--- src/xvt_pkg.sv ---
// Operation
// RULE1: Line runs front porch, sync tip, back porch, left border, active, right.
// RULE2: Frame uses the same six intervals, counted in lines.
// RULE3: All border intervals of the listed formats are zero.
// RULE4: 60 Hz format: 24, 136, 160, 1024, total 1344, syncs low.
// RULE5: 70 Hz format: 24, 136, 144, 1024, total 1328, syncs low.
// RULE6: 75 Hz format: 16, 96, 176, 1024, total 1312, syncs high.
// RULE7: 85 Hz format: 48, 96, 208, 1024, total 1376, syncs high.
// RULE8: 60 and 70 Hz frames: 3, 6, 29, 768, total 806 lines.
// RULE9: 75 Hz frame: 1, 3, 28, 768, total 800 lines.
// RULE10: 85 Hz frame: 1, 3, 36, 768, total 808 lines.
// RULE11: Data enable only when both counters are inside active video.
// RULE12: Hsync, vsync and data enable have programmable position, width, polarity.
// RULE13: Lines of up to 4096 pixels are supported.
// RULE14: Ping-pong converters take alternate pixels at half the pixel rate.
// RULE15: Select one 24-bit pixel path from the 48-line double bus.
// RULE16: Pixel counter wraps at total minus one, advancing the line counter.
// RULE17: Syncs inactive outside sync tip; all timing outputs inactive in reset.
package xvt_pkg;

    // Register byte addresses
    localparam logic [7:0] REG_CTRL = 8'h00;
    localparam logic [7:0] REG_H0   = 8'h04;
    localparam logic [7:0] REG_H1   = 8'h08;
    localparam logic [7:0] REG_H2   = 8'h0c;
    localparam logic [7:0] REG_V0   = 8'h10;
    localparam logic [7:0] REG_V1   = 8'h14;
    localparam logic [7:0] REG_V2   = 8'h18;
    localparam logic [7:0] REG_STAT = 8'h1c;

    // Control field positions
    localparam int CTRL_RUN   = 0;
    localparam int CTRL_FMT   = 1;
    localparam int CTRL_LOAD  = 3;
    localparam int CTRL_HPOL  = 4;
    localparam int CTRL_VPOL  = 5;
    localparam int CTRL_DPOL  = 6;
    localparam int CTRL_PATH  = 7;
    localparam int CTRL_PPONG = 8;
    localparam logic [31:0] CTRL_RST = 32'h0000_0041;

    // Second field of each pair sits here
    localparam int FLD_HI = 16;

    // Interval order inside a line or frame
    localparam int IV_FP = 0;
    localparam int IV_ST = 1;
    localparam int IV_BP = 2;
    localparam int IV_LB = 3;
    localparam int IV_AV = 4;
    localparam int IV_RB = 5;

    typedef logic [11:0] xvt_len_t;

    // RULE1 RULE3 RULE4 RULE5 RULE6 RULE7 horizontal presets
    localparam xvt_len_t PRE_H [4][6] = '{
        '{12'h018, 12'h088, 12'h0a0, 12'h000, 12'h400, 12'h000},
        '{12'h018, 12'h088, 12'h090, 12'h000, 12'h400, 12'h000},
        '{12'h010, 12'h060, 12'h0b0, 12'h000, 12'h400, 12'h000},
        '{12'h030, 12'h060, 12'h0d0, 12'h000, 12'h400, 12'h000}};
    // RULE2 RULE3 RULE8 RULE9 RULE10 vertical presets
    localparam xvt_len_t PRE_V [4][6] = '{
        '{12'h003, 12'h006, 12'h01d, 12'h000, 12'h300, 12'h000},
        '{12'h003, 12'h006, 12'h01d, 12'h000, 12'h300, 12'h000},
        '{12'h001, 12'h003, 12'h01c, 12'h000, 12'h300, 12'h000},
        '{12'h001, 12'h003, 12'h024, 12'h000, 12'h300, 12'h000}};
    // Sync polarity per format, 1 is active high
    localparam logic [3:0] PRE_POS = 4'hc;

endpackage

--- src/xvt_timing_gen.sv ---
module xvt_timing_gen #(
    parameter int CW = 12
) (
    // Clock and reset
    input  wire logic        mclk_i,
    input  wire logic        rst_n_i,
    // Register port
    input  wire logic [7:0]  addr_i,
    input  wire logic [31:0] wdata_i,
    input  wire logic        wr_i,
    input  wire logic        rd_i,
    output logic      [31:0] rdata_o,
    // Converter buses, two pixels each
    input  wire logic [47:0] conv_a_i,
    input  wire logic [47:0] conv_b_i,
    // Panel and converter side
    output logic             hsync_o,
    output logic             vsync_o,
    output logic             de_o,
    output logic      [23:0] pixel_o,
    output logic             adc_phase_o
);

    localparam int SW = 15;

    // RULE13 line length limit
    if (CW < 11 || CW > 12) begin : g_cw_check
        $error("CW must be 11 or 12");
    end

    logic                 rst_q1;
    logic                 rst_s_n;
    logic                 run;
    logic [1:0]           fmt;
    logic                 hpol;
    logic                 vpol;
    logic                 dpol;
    logic                 path;
    logic                 ppong;
    xvt_pkg::xvt_len_t    hlen [6];
    xvt_pkg::xvt_len_t    vlen [6];
    logic [CW-1:0]        hcnt;
    logic [CW-1:0]        vcnt;
    logic [SW-1:0]        hs_b;
    logic [SW-1:0]        hbp_b;
    logic [SW-1:0]        hav_b;
    logic [SW-1:0]        hrb_b;
    logic [SW-1:0]        pixels_per_line_total;
    logic [SW-1:0]        vs_b;
    logic [SW-1:0]        vbp_b;
    logic [SW-1:0]        vav_b;
    logic [SW-1:0]        vrb_b;
    logic [SW-1:0]        lines_per_frame_total;
    logic [SW-1:0]        hc;
    logic [SW-1:0]        vc;
    logic                 h_last;
    logic                 v_last;
    logic                 h_sync;
    logic                 v_sync;
    logic                 h_act;
    logic                 v_act;
    logic [23:0]          a_px;
    logic [23:0]          b_px;

    // Reset release through two stages
    always_ff @(posedge mclk_i or negedge rst_n_i) begin
        if (!rst_n_i) begin
            rst_q1  <= 1'b0;
            rst_s_n <= 1'b0;
        end else begin
            rst_q1  <= 1'b1;
            rst_s_n <= rst_q1;
        end
    end

    // Control and interval registers
    always_ff @(posedge mclk_i or negedge rst_s_n) begin
        if (!rst_s_n) begin
            run   <= xvt_pkg::CTRL_RST[xvt_pkg::CTRL_RUN];
            fmt   <= xvt_pkg::CTRL_RST[xvt_pkg::CTRL_FMT +: 2];
            hpol  <= xvt_pkg::CTRL_RST[xvt_pkg::CTRL_HPOL];
            vpol  <= xvt_pkg::CTRL_RST[xvt_pkg::CTRL_VPOL];
            dpol  <= xvt_pkg::CTRL_RST[xvt_pkg::CTRL_DPOL];
            path  <= xvt_pkg::CTRL_RST[xvt_pkg::CTRL_PATH];
            ppong <= xvt_pkg::CTRL_RST[xvt_pkg::CTRL_PPONG];
            hlen  <= xvt_pkg::PRE_H[0];
            vlen  <= xvt_pkg::PRE_V[0];
        end else if (wr_i) begin
            if (addr_i == xvt_pkg::REG_CTRL) begin
                run   <= wdata_i[xvt_pkg::CTRL_RUN];
                fmt   <= wdata_i[xvt_pkg::CTRL_FMT +: 2];
                dpol  <= wdata_i[xvt_pkg::CTRL_DPOL];
                path  <= wdata_i[xvt_pkg::CTRL_PATH];
                ppong <= wdata_i[xvt_pkg::CTRL_PPONG];
                // RULE4 RULE8 preset load
                if (wdata_i[xvt_pkg::CTRL_LOAD]) begin
                    hlen <= xvt_pkg::PRE_H[wdata_i[xvt_pkg::CTRL_FMT +: 2]];
                    vlen <= xvt_pkg::PRE_V[wdata_i[xvt_pkg::CTRL_FMT +: 2]];
                    hpol <= xvt_pkg::PRE_POS[wdata_i[xvt_pkg::CTRL_FMT +: 2]];
                    vpol <= xvt_pkg::PRE_POS[wdata_i[xvt_pkg::CTRL_FMT +: 2]];
                end else begin
                    hpol <= wdata_i[xvt_pkg::CTRL_HPOL];
                    vpol <= wdata_i[xvt_pkg::CTRL_VPOL];
                end
            end else if (addr_i == xvt_pkg::REG_H0) begin
                hlen[xvt_pkg::IV_FP] <= wdata_i[11:0];
                hlen[xvt_pkg::IV_ST] <= wdata_i[xvt_pkg::FLD_HI +: 12];
            end else if (addr_i == xvt_pkg::REG_H1) begin
                hlen[xvt_pkg::IV_BP] <= wdata_i[11:0];
                hlen[xvt_pkg::IV_LB] <= wdata_i[xvt_pkg::FLD_HI +: 12];
            end else if (addr_i == xvt_pkg::REG_H2) begin
                hlen[xvt_pkg::IV_AV] <= wdata_i[11:0];
                hlen[xvt_pkg::IV_RB] <= wdata_i[xvt_pkg::FLD_HI +: 12];
            end else if (addr_i == xvt_pkg::REG_V0) begin
                vlen[xvt_pkg::IV_FP] <= wdata_i[11:0];
                vlen[xvt_pkg::IV_ST] <= wdata_i[xvt_pkg::FLD_HI +: 12];
            end else if (addr_i == xvt_pkg::REG_V1) begin
                vlen[xvt_pkg::IV_BP] <= wdata_i[11:0];
                vlen[xvt_pkg::IV_LB] <= wdata_i[xvt_pkg::FLD_HI +: 12];
            end else if (addr_i == xvt_pkg::REG_V2) begin
                vlen[xvt_pkg::IV_AV] <= wdata_i[11:0];
                vlen[xvt_pkg::IV_RB] <= wdata_i[xvt_pkg::FLD_HI +: 12];
            end
        end
    end

    // RULE1 RULE2 interval boundaries
    always_comb begin
        hs_b  = SW'(hlen[xvt_pkg::IV_FP]);
        hbp_b = hs_b + SW'(hlen[xvt_pkg::IV_ST]);
        hav_b = hbp_b + SW'(hlen[xvt_pkg::IV_BP])
              + SW'(hlen[xvt_pkg::IV_LB]);
        hrb_b = hav_b + SW'(hlen[xvt_pkg::IV_AV]);
        pixels_per_line_total = hrb_b + SW'(hlen[xvt_pkg::IV_RB]);
        vs_b  = SW'(vlen[xvt_pkg::IV_FP]);
        vbp_b = vs_b + SW'(vlen[xvt_pkg::IV_ST]);
        vav_b = vbp_b + SW'(vlen[xvt_pkg::IV_BP])
              + SW'(vlen[xvt_pkg::IV_LB]);
        vrb_b = vav_b + SW'(vlen[xvt_pkg::IV_AV]);
        lines_per_frame_total = vrb_b + SW'(vlen[xvt_pkg::IV_RB]);
    end

    // Totals past the counter range wrap at all ones
    always_comb begin
        hc     = SW'(hcnt);
        vc     = SW'(vcnt);
        h_last = (hc + SW'(1)) >= pixels_per_line_total || (&hcnt);
        v_last = (vc + SW'(1)) >= lines_per_frame_total || (&vcnt);
        h_sync = hc >= hs_b && hc < hbp_b;
        v_sync = vc >= vs_b && vc < vbp_b;
        h_act  = hc >= hav_b && hc < hrb_b;
        v_act  = vc >= vav_b && vc < vrb_b;
    end

    // RULE16 pixel and line counters
    always_ff @(posedge mclk_i or negedge rst_s_n) begin
        if (!rst_s_n) begin
            hcnt <= '0;
            vcnt <= '0;
        end else if (!run) begin
            hcnt <= '0;
            vcnt <= '0;
        end else if (h_last) begin
            hcnt <= '0;
            vcnt <= v_last ? '0 : vcnt + 1'b1;
        end else begin
            hcnt <= hcnt + 1'b1;
        end
    end

    // RULE11 RULE12 RULE17 timing outputs
    always_ff @(posedge mclk_i or negedge rst_s_n) begin
        if (!rst_s_n) begin
            hsync_o <= ~xvt_pkg::CTRL_RST[xvt_pkg::CTRL_HPOL];
            vsync_o <= ~xvt_pkg::CTRL_RST[xvt_pkg::CTRL_VPOL];
            de_o    <= ~xvt_pkg::CTRL_RST[xvt_pkg::CTRL_DPOL];
        end else begin
            hsync_o <= (run && h_sync) ? hpol : ~hpol;
            vsync_o <= (run && v_sync) ? vpol : ~vpol;
            de_o    <= (run && h_act && v_act) ? dpol : ~dpol;
        end
    end

    // RULE15 half of each double bus
    always_comb begin
        a_px = path ? conv_a_i[47:24] : conv_a_i[23:0];
        b_px = path ? conv_b_i[47:24] : conv_b_i[23:0];
    end

    // RULE14 alternate converters, realigned each line
    always_ff @(posedge mclk_i or negedge rst_s_n) begin
        if (!rst_s_n) begin
            adc_phase_o <= 1'b0;
        end else if (!run || !ppong || h_last) begin
            adc_phase_o <= 1'b0;
        end else begin
            adc_phase_o <= ~adc_phase_o;
        end
    end

    // RULE14 RULE15 pixel path
    always_ff @(posedge mclk_i or negedge rst_s_n) begin
        if (!rst_s_n) begin
            pixel_o <= '0;
        end else begin
            pixel_o <= (ppong && adc_phase_o) ? b_px : a_px;
        end
    end

    // Read data lives one cycle only
    always_ff @(posedge mclk_i or negedge rst_s_n) begin
        if (!rst_s_n) begin
            rdata_o <= '0;
        end else begin
            rdata_o <= '0;
            if (rd_i) begin
                if (addr_i == xvt_pkg::REG_CTRL) begin
                    rdata_o <= {23'h0, ppong, path, dpol, vpol, hpol,
                                1'b0, fmt, run};
                end else if (addr_i == xvt_pkg::REG_H0) begin
                    rdata_o <= {4'h0, hlen[1], 4'h0, hlen[0]};
                end else if (addr_i == xvt_pkg::REG_H1) begin
                    rdata_o <= {4'h0, hlen[3], 4'h0, hlen[2]};
                end else if (addr_i == xvt_pkg::REG_H2) begin
                    rdata_o <= {4'h0, hlen[5], 4'h0, hlen[4]};
                end else if (addr_i == xvt_pkg::REG_V0) begin
                    rdata_o <= {4'h0, vlen[1], 4'h0, vlen[0]};
                end else if (addr_i == xvt_pkg::REG_V1) begin
                    rdata_o <= {4'h0, vlen[3], 4'h0, vlen[2]};
                end else if (addr_i == xvt_pkg::REG_V2) begin
                    rdata_o <= {4'h0, vlen[5], 4'h0, vlen[4]};
                end else if (addr_i == xvt_pkg::REG_STAT) begin
                    rdata_o <= {16'(vcnt), 16'(hcnt)};
                end
            end
        end
    end
endmodule // xvt_timing_gen

--- config.mk ---
export PLATFORM = sky130hd
export DESIGN_NAME = xvt_timing_gen
export DESIGN_NICKNAME = d
export VERILOG_FILES = /design/src/xvt_pkg.sv /design/src/xvt_timing_gen.sv
export SDC_FILE = /design/constraint.sdc
export NUM_CORES = 1
export LEC_CHECK = 0
export BUFFER_PORTS_ARGS = -buffer_cell sky130_fd_sc_hd__buf_2
export CAP_MARGIN = 20
export CORE_ASPECT_RATIO = 0.6
export CORE_MARGIN = 1
export CORE_UTILIZATION = 52
export CTS_BUF_LIST = sky130_fd_sc_hd__clkbuf_4 sky130_fd_sc_hd__clkbuf_8
export DETAILED_ROUTE_END_ITERATION = 10
export PLACE_DENSITY = 0.72
export SLEW_MARGIN = 30
export SYNTH_ARGS = -nofsm -noshare
export SYNTH_HDL_FRONTEND = slang
export SYNTH_SLANG_ARGS = --single-unit
--- constraint.sdc ---
create_clock -name mclk_i -period 9.15 [get_ports mclk_i]
set_clock_uncertainty 0.1 [all_clocks]
set_input_delay 0.4575 -clock mclk_i [delete_from_list [all_inputs] [get_ports mclk_i]]
set_output_delay 0.4575 -clock mclk_i [all_outputs]
set_load 0.01 [all_outputs]
# Word-level counts from Yosys, hierarchy flattened
# Index checks and enable logic that the tools add are counted.
# word_totals
reg_bits	238
latchBits	0
ram_bits	0
mem_bits_ro	0
in_bits	140
output_inout_bits	60
elab_cells	153
mem_count	0
# classes
add_sub_neg	14
mul	0
div_mod_pow	0
n_lt_le_gt_ge	12
n_eq_ne	14
shift	0
mux	48
bitwise_logic	5
reduce_logical	31
# ops
operator	count
72-bit two-way mux	11
72-bit binary-select mux with 2-bit select	2
24-bit two-way mux	11
28-bit two-way mux	9
48-bit two-way mux	2
15-bit by 12-bit adder with 15-bit output	4
12-bit two-way mux	5
8-bit by 5-bit equality test with 1-bit output (second input constant)	4
14-bit by 12-bit adder with 15-bit output	2
12-bit by 15-bit greater-or-equal comparator with 1-bit output	2
13-bit by 15-bit greater-or-equal comparator with 1-bit output	2
12-bit by 15-bit < comparator with 1-bit output	2
13-bit by 12-bit adder with 14-bit output	2
12-bit by 1-bit adder with 13-bit output (second input constant)	2
12-bit by 12-bit adder with 13-bit output	2
12-bit by 13-bit < comparator with 1-bit output	2
12-bit by 1-bit adder with 12-bit output (second input constant)	2
12-bit greater-or-equal comparator	2
12-bit AND reduction	2
8-bit by 4-bit equality test with 1-bit output (second input constant)	2
2-bit != test (second input constant)	6
2-bit nonzero test	6
1-bit logical AND	9
8-bit by 3-bit equality test with 1-bit output (second input constant)	1
other kinds (17)	30

# Longest topological paths before layout
# depth
depth_word	10
ltp_mapped	39
mapped_depth_nobuf	38

# Worst setup path after synthesis
# Ideal clock, no wire load.
# synth_path
kind	reg2reg
start	register hlen[49] (netlist name)
end	register vcnt[10]
setup_time_ps	127
t_arrival_ps	6510
required_time_ps	8923
path_slack_ps	2413
stages_incl_launch_ff	36
n_path_buf	1
synth_period_minus_slack_ps	6737
path_cell_list	dfrtp_1 -> ha_1 -> a21o_1 -> a21oi_1 -> o21ai_0 -> a21oi_1 -> o21bai_1 -> a21oi_1 -> xor2_1 -> inv_1 -> fa_1 -> ha_1 -> a2111oi_4 -> o21ai_2 -> nand2_1 -> xnor2_1 -> ha_1 -> o21ai_0 -> nor2_1 -> o211ai_1 -> nor2b_1 -> xnor2_1 -> ha_1 -> nor2b_1 -> a311oi_1 -> o21bai_1 -> a21oi_1 -> xor2_1 -> ha_1 -> a21oi_1 -> o21ai_0 -> a21boi_1 -> a311o_2 -> buf_6 -> nand2_1 -> o22ai_1
# synth_via
elab_chain_cells	8
# synth_rtl
element	line_no	source
from (decl)	xvt_timing_gen.sv:40	xvt_pkg::xvt_len_t hlen [6];
from (signal assigned)	xvt_timing_gen.sv:86	hlen <= xvt_pkg::PRE_H[0];
from (signal assigned)	xvt_timing_gen.sv:97	hlen <= xvt_pkg::PRE_H[wdata_i[xvt_pkg::CTRL_FMT +: 2]];
from (signal, indexed assignment)	xvt_timing_gen.sv:106	hlen[xvt_pkg::IV_FP] <= wdata_i[11:0];
12-bit by 12-bit adder with 13-bit output	xvt_timing_gen.sv:130	hbp_b = hs_b + SW'(hlen[xvt_pkg::IV_ST]);
13-bit by 12-bit adder with 14-bit output	xvt_timing_gen.sv:131	hav_b = hbp_b + SW'(hlen[xvt_pkg::IV_BP])
14-bit by 12-bit adder with 15-bit output	xvt_timing_gen.sv:132	+ SW'(hlen[xvt_pkg::IV_LB]);
15-bit by 12-bit adder with 15-bit output	xvt_timing_gen.sv:133	hrb_b = hav_b + SW'(hlen[xvt_pkg::IV_AV]);
15-bit by 12-bit adder with 15-bit output	xvt_timing_gen.sv:134	pixels_per_line_total = hrb_b + SW'(hlen[xvt_pkg::IV_RB]);
13-bit by 15-bit greater-or-equal comparator with 1-bit output	xvt_timing_gen.sv:147	h_last = (hc + SW'(1)) >= pixels_per_line_total || (&hcnt);
1-bit logical OR	xvt_timing_gen.sv:147	
2-bit by 1-bit != test with 1-bit output (no line)	n/a	
to (signal assigned)	xvt_timing_gen.sv:165	vcnt <= v_last ? '0 : vcnt + 1'b1;
to (decl)	xvt_timing_gen.sv:43	logic [CW-1:0] vcnt;
# Every way passes these cells.
# A chain may end at the register's enable or synchronous reset.

# Worst setup path in the final report
# layout_path
start	register vlen[60] (netlist name)
end	register vcnt[0]
# layout_via
elab_chain_cells	10
# layout_rtl
element	line_no	source
from (decl)	xvt_timing_gen.sv:41	xvt_pkg::xvt_len_t vlen [6];
from (signal assigned)	xvt_timing_gen.sv:87	vlen <= xvt_pkg::PRE_V[0];
from (signal assigned)	xvt_timing_gen.sv:98	vlen <= xvt_pkg::PRE_V[wdata_i[xvt_pkg::CTRL_FMT +: 2]];
from (signal, indexed assignment)	xvt_timing_gen.sv:115	vlen[xvt_pkg::IV_FP] <= wdata_i[11:0];
12-bit by 12-bit adder with 13-bit output	xvt_timing_gen.sv:136	vbp_b = vs_b + SW'(vlen[xvt_pkg::IV_ST]);
13-bit by 12-bit adder with 14-bit output	xvt_timing_gen.sv:137	vav_b = vbp_b + SW'(vlen[xvt_pkg::IV_BP])
14-bit by 12-bit adder with 15-bit output	xvt_timing_gen.sv:138	+ SW'(vlen[xvt_pkg::IV_LB]);
15-bit by 12-bit adder with 15-bit output	xvt_timing_gen.sv:139	vrb_b = vav_b + SW'(vlen[xvt_pkg::IV_AV]);
15-bit by 12-bit adder with 15-bit output	xvt_timing_gen.sv:140	lines_per_frame_total = vrb_b + SW'(vlen[xvt_pkg::IV_RB]);
13-bit by 15-bit greater-or-equal comparator with 1-bit output	xvt_timing_gen.sv:148	v_last = (vc + SW'(1)) >= lines_per_frame_total || (&vcnt);
1-bit logical OR	xvt_timing_gen.sv:148	
12-bit two-way mux	xvt_timing_gen.sv:165	
12-bit two-way mux	xvt_timing_gen.sv:163	end else if (h_last) begin
12-bit two-way mux	xvt_timing_gen.sv:160	end else if (!run) begin
# Every way passes these cells. The select of a mux whose other input is x is not followed.

==> impl_metrics.toml <==
[placed_design]
port_buffers = 183
place_ws_ns = 0.8144
place_area_sq_um = 19170
dp_hpwl_um = 43390
place.gp.congestion = 0.9230

[clock_network]
clock_path_buffers = 3
cts_tree = "built"
clk_pin_slew_ns = 0.07
cts_root_buffer = "clkbuf_8"
ctsHtreeMaxLevel = 2
post-cts-setup-buffers = 0
worstSkewPairLatency_ns = 0.58
clock-sinks = 230
cts_buffers = 38

[cells_and_area]
drive_gt1_share_pct = 17.15
final_util_pct = 59.75
design_area_sq_um = 20140
diodes = 0
nNetsFinal = 2536
regArea_sq_um = 5787
fillers = 2967
syn_to_final_growth_pct = 13.01
multiInputGateArea_sq_um = 11200

[routing]
vias_per_cell = 5.996
avgRoutedWirePerCell_um = 21.28
routed_wl_um = 56060
ant_nets = 0
dr_wl_met2_um = 22040
initialDrtViolationCount = 1497
m1WireLength_um = 26330
drc = 0
vias = 15790
top_layer = "met4"
drtPass1Iterations = 6
met3_length_um = 6192

[die]
die_h_um = 145.4
die_w_um = 241.0
ioPinCount = 200
core_area_sq_um = 33700
row_count = 52
dieArea_sq_um = 35030
initial_core_util_pct = 52.87

[global_routing]
grt_use_total_pct = 31.98
grt-ovfl-total = 0
grt_pass1_wl_um = 85210
grt_max_degree = 77
grt_pass1_vias = 14640
antenna_found_initial = 2

[logic_synthesis]
synthArstFlopShare_pct = 100.0
synth_cell_types = 72
ys_seq_area_share_pct = 32.45
synth.yosys.warnings = 0
synth.area.mux_share_pct = 4.902
syn_area_sq_um = 17820
synthCells = 1974
synth_xor_area_share_pct = 4.867
synth_top_area_share_pct = 29.35
synth_top_area_cell = "dfrtp_1"
synth_edf_count = 0
syn_area_per_cell_sq_um = 9.026
synth_ff_type = "dfrtp_1"
synth.most_common_cell = "nand2_1"
yosys-top-cells-area = "dfrtp_1 (29%), ha_1 (15%), o21ai_0 (6.0%)"
synth_top_family_by_area = "compound AO/OA/AOI/OAI gates"
ys_seq_elements = 230
synth-compound-area-share_pct = 19.77
synthSimpleGateAreaFrac_pct = 13.80
synth-adder-area-share_pct = 18.90
synth_commonest_cells = "nand2_1 (245), ha_1 (218), o21ai_0 (213)"

[setup_path]
crit_type = "flip-flop to flip-flop"
worst-path-max-fanout = 12
cp.arrival_ns = 8.79
required_ns = 9.49
critical_path.max_stage_delay_ns = 0.57
crit_path_start_kind = "flip-flop"
cp-end-kind = "flip-flop"
worst_path_max_delay_cell = "dfstp_2"

[outcome]
outcome = "finished clean"

[sta]
setup_viol = 0
slew_viol_final = 0
fin_tns_setup_ns = 0
tightest_slew_ns = 0.9960
finalHoldWorstSlack_ns = 0.05211
period_share_pct = 92.39
rsz0062_at_grt = "no"
finalWorstSetupSlack_ns = 0.6964
finalHoldViolations = 0
fmax_mhz = 118.3
min_period_ns = 8.454
relSlewSlack_pct = 33.41

[hold_path]
holdCritPathClass = "input pin to flip-flop"

[power_and_ir_drop]
p_sw_mw = 1.260
powerDensity_nw_per_um2 = 175.9
vdd_drop_max_v = 0.0001107
p_clk_share_pct = 31.6
seqPwrFrac_pct = 32.2
p_int_mw = 2.283
swShare_pct = 35.56
combPwrFrac_pct = 36.2
leakagePower_nw = 10.03

[job]
max_cap_viol_count = 0
## per-stage QoR
step	total power, mW	cells
floorplan	2.070	1981
global placement	2.360	2564
detailed placement	2.402	2564
CTS	3.534	2634
global route	3.766	2634
finish	3.543	2634
## worst max-delay path: cells and delay by family, from the launching register on
kind	cells	cell delay [ns]
simple gates	8	1.03
fa+ha+maj	7	2.21
flops	1	0.57
compound gates	14	3.38
xor+xnor	4	0.69
mux	1	0.11
buf+inv	3	0.22
## per-layer routing
| layer | vias up | global-route usage [%] |
|---|---|---|
| li1 | 7338 | - |
| met1 | 7563 | 49.42 |
| met2 | 781 | 42.84 |
| met3 | 111 | 8.801 |
| met4 | 0 | 9.494 |
| met5 | - | 0 |
## layout by cell type (no fill, tap or decap), types with 16 or more instances in the layout
cell type,netlist,layout
nand2_1,245,243
ha_1,218,218
o21ai_0,213,213
dfrtp_1,209,207
buf_2,0,183
inv_1,157,157
nor2_1,115,114
a21oi_1,108,108
xnor2_1,63,63
a21o_1,45,45
clkbuf_8,0,43
nor2b_1,35,35
nand2b_1,35,35
xor2_1,36,35
fa_1,32,32
nand3_1,31,31
mux4_2,26,26
a221oi_1,25,24
mux2_2,21,21
dfstp_2,21,21
nor3_1,21,20
o21a_1,19,19
buf_4,9,17
o211ai_1,16,16
and3_1,16,16
## kinds of logic after synthesis
family,count (synthesis)
AND/OR/NAND/NOR,546
flip-flops,230
other,2
XOR/XNOR,99
multiplexers,52
buffers and inverters,235
AO/OA/AOI/OAI,560
adder cells (fa/ha/maj),250
## state kept, by name, summed over array words and instances (netlist names), 2 cells and up
signal / flops
rdata_o: 24
vcnt: 12
pixel_o: 24
hlen: 72
hcnt: 12
fmt: 2
vlen: 72
## path summary, 6_finish.rpt
path                                      start                  end  slack [ns]  depth (start not counted)
max                        vlen[60]$_DFFE_PN1P_  vcnt[0]$_DFFE_PN0P_        0.70                         37
min                                  wdata_i[6]     dpol$_DFFE_PN1P_        0.05                          2
max reg2reg                vlen[60]$_DFFE_PN1P_  vcnt[0]$_DFFE_PN0P_        0.70                         37
min reg2reg                   rst_s_n$_DFF_PN0_  vcnt[1]$_DFFE_PN0P_        0.13                          0
max in group asynchronous     rst_s_n$_DFF_PN0_     path$_DFFE_PN0P_        6.79                          2
min in group asynchronous               rst_n_i    rst_s_n$_DFF_PN0_        0.09                          2
## what timing repair did
action | 4_1_cts | 5_1_grt
hold buffers | 1 | 0
endpoints found under the hold margin | 2 | 0
setup endpoints to repair | 0 | 5
gates resized for setup | 0 | 4
## final cells by class
cell class / instances / area share (%)
multi-input combinational: 1516 / 55.61
sequential: 230 / 28.74
timing repair buffer: 202 / 5.288
clock buffer: 57 / 3.461
inverter: 158 / 2.945
tap: 459 / 2.852
clock inverter: 12 / 1.106
## power groups by stage
stage,sequential (mW),clock (mW),combinational (mW)
floorplan,1.15,0,0.921
global route,1.15,1.18,1.44
finish,1.14,1.12,1.28
CTS,1.14,1.14,1.26
detailed placement,1.16,0,1.24
global placement,1.16,0,1.20
No activity file was read; power rests on OpenSTA's default activity.
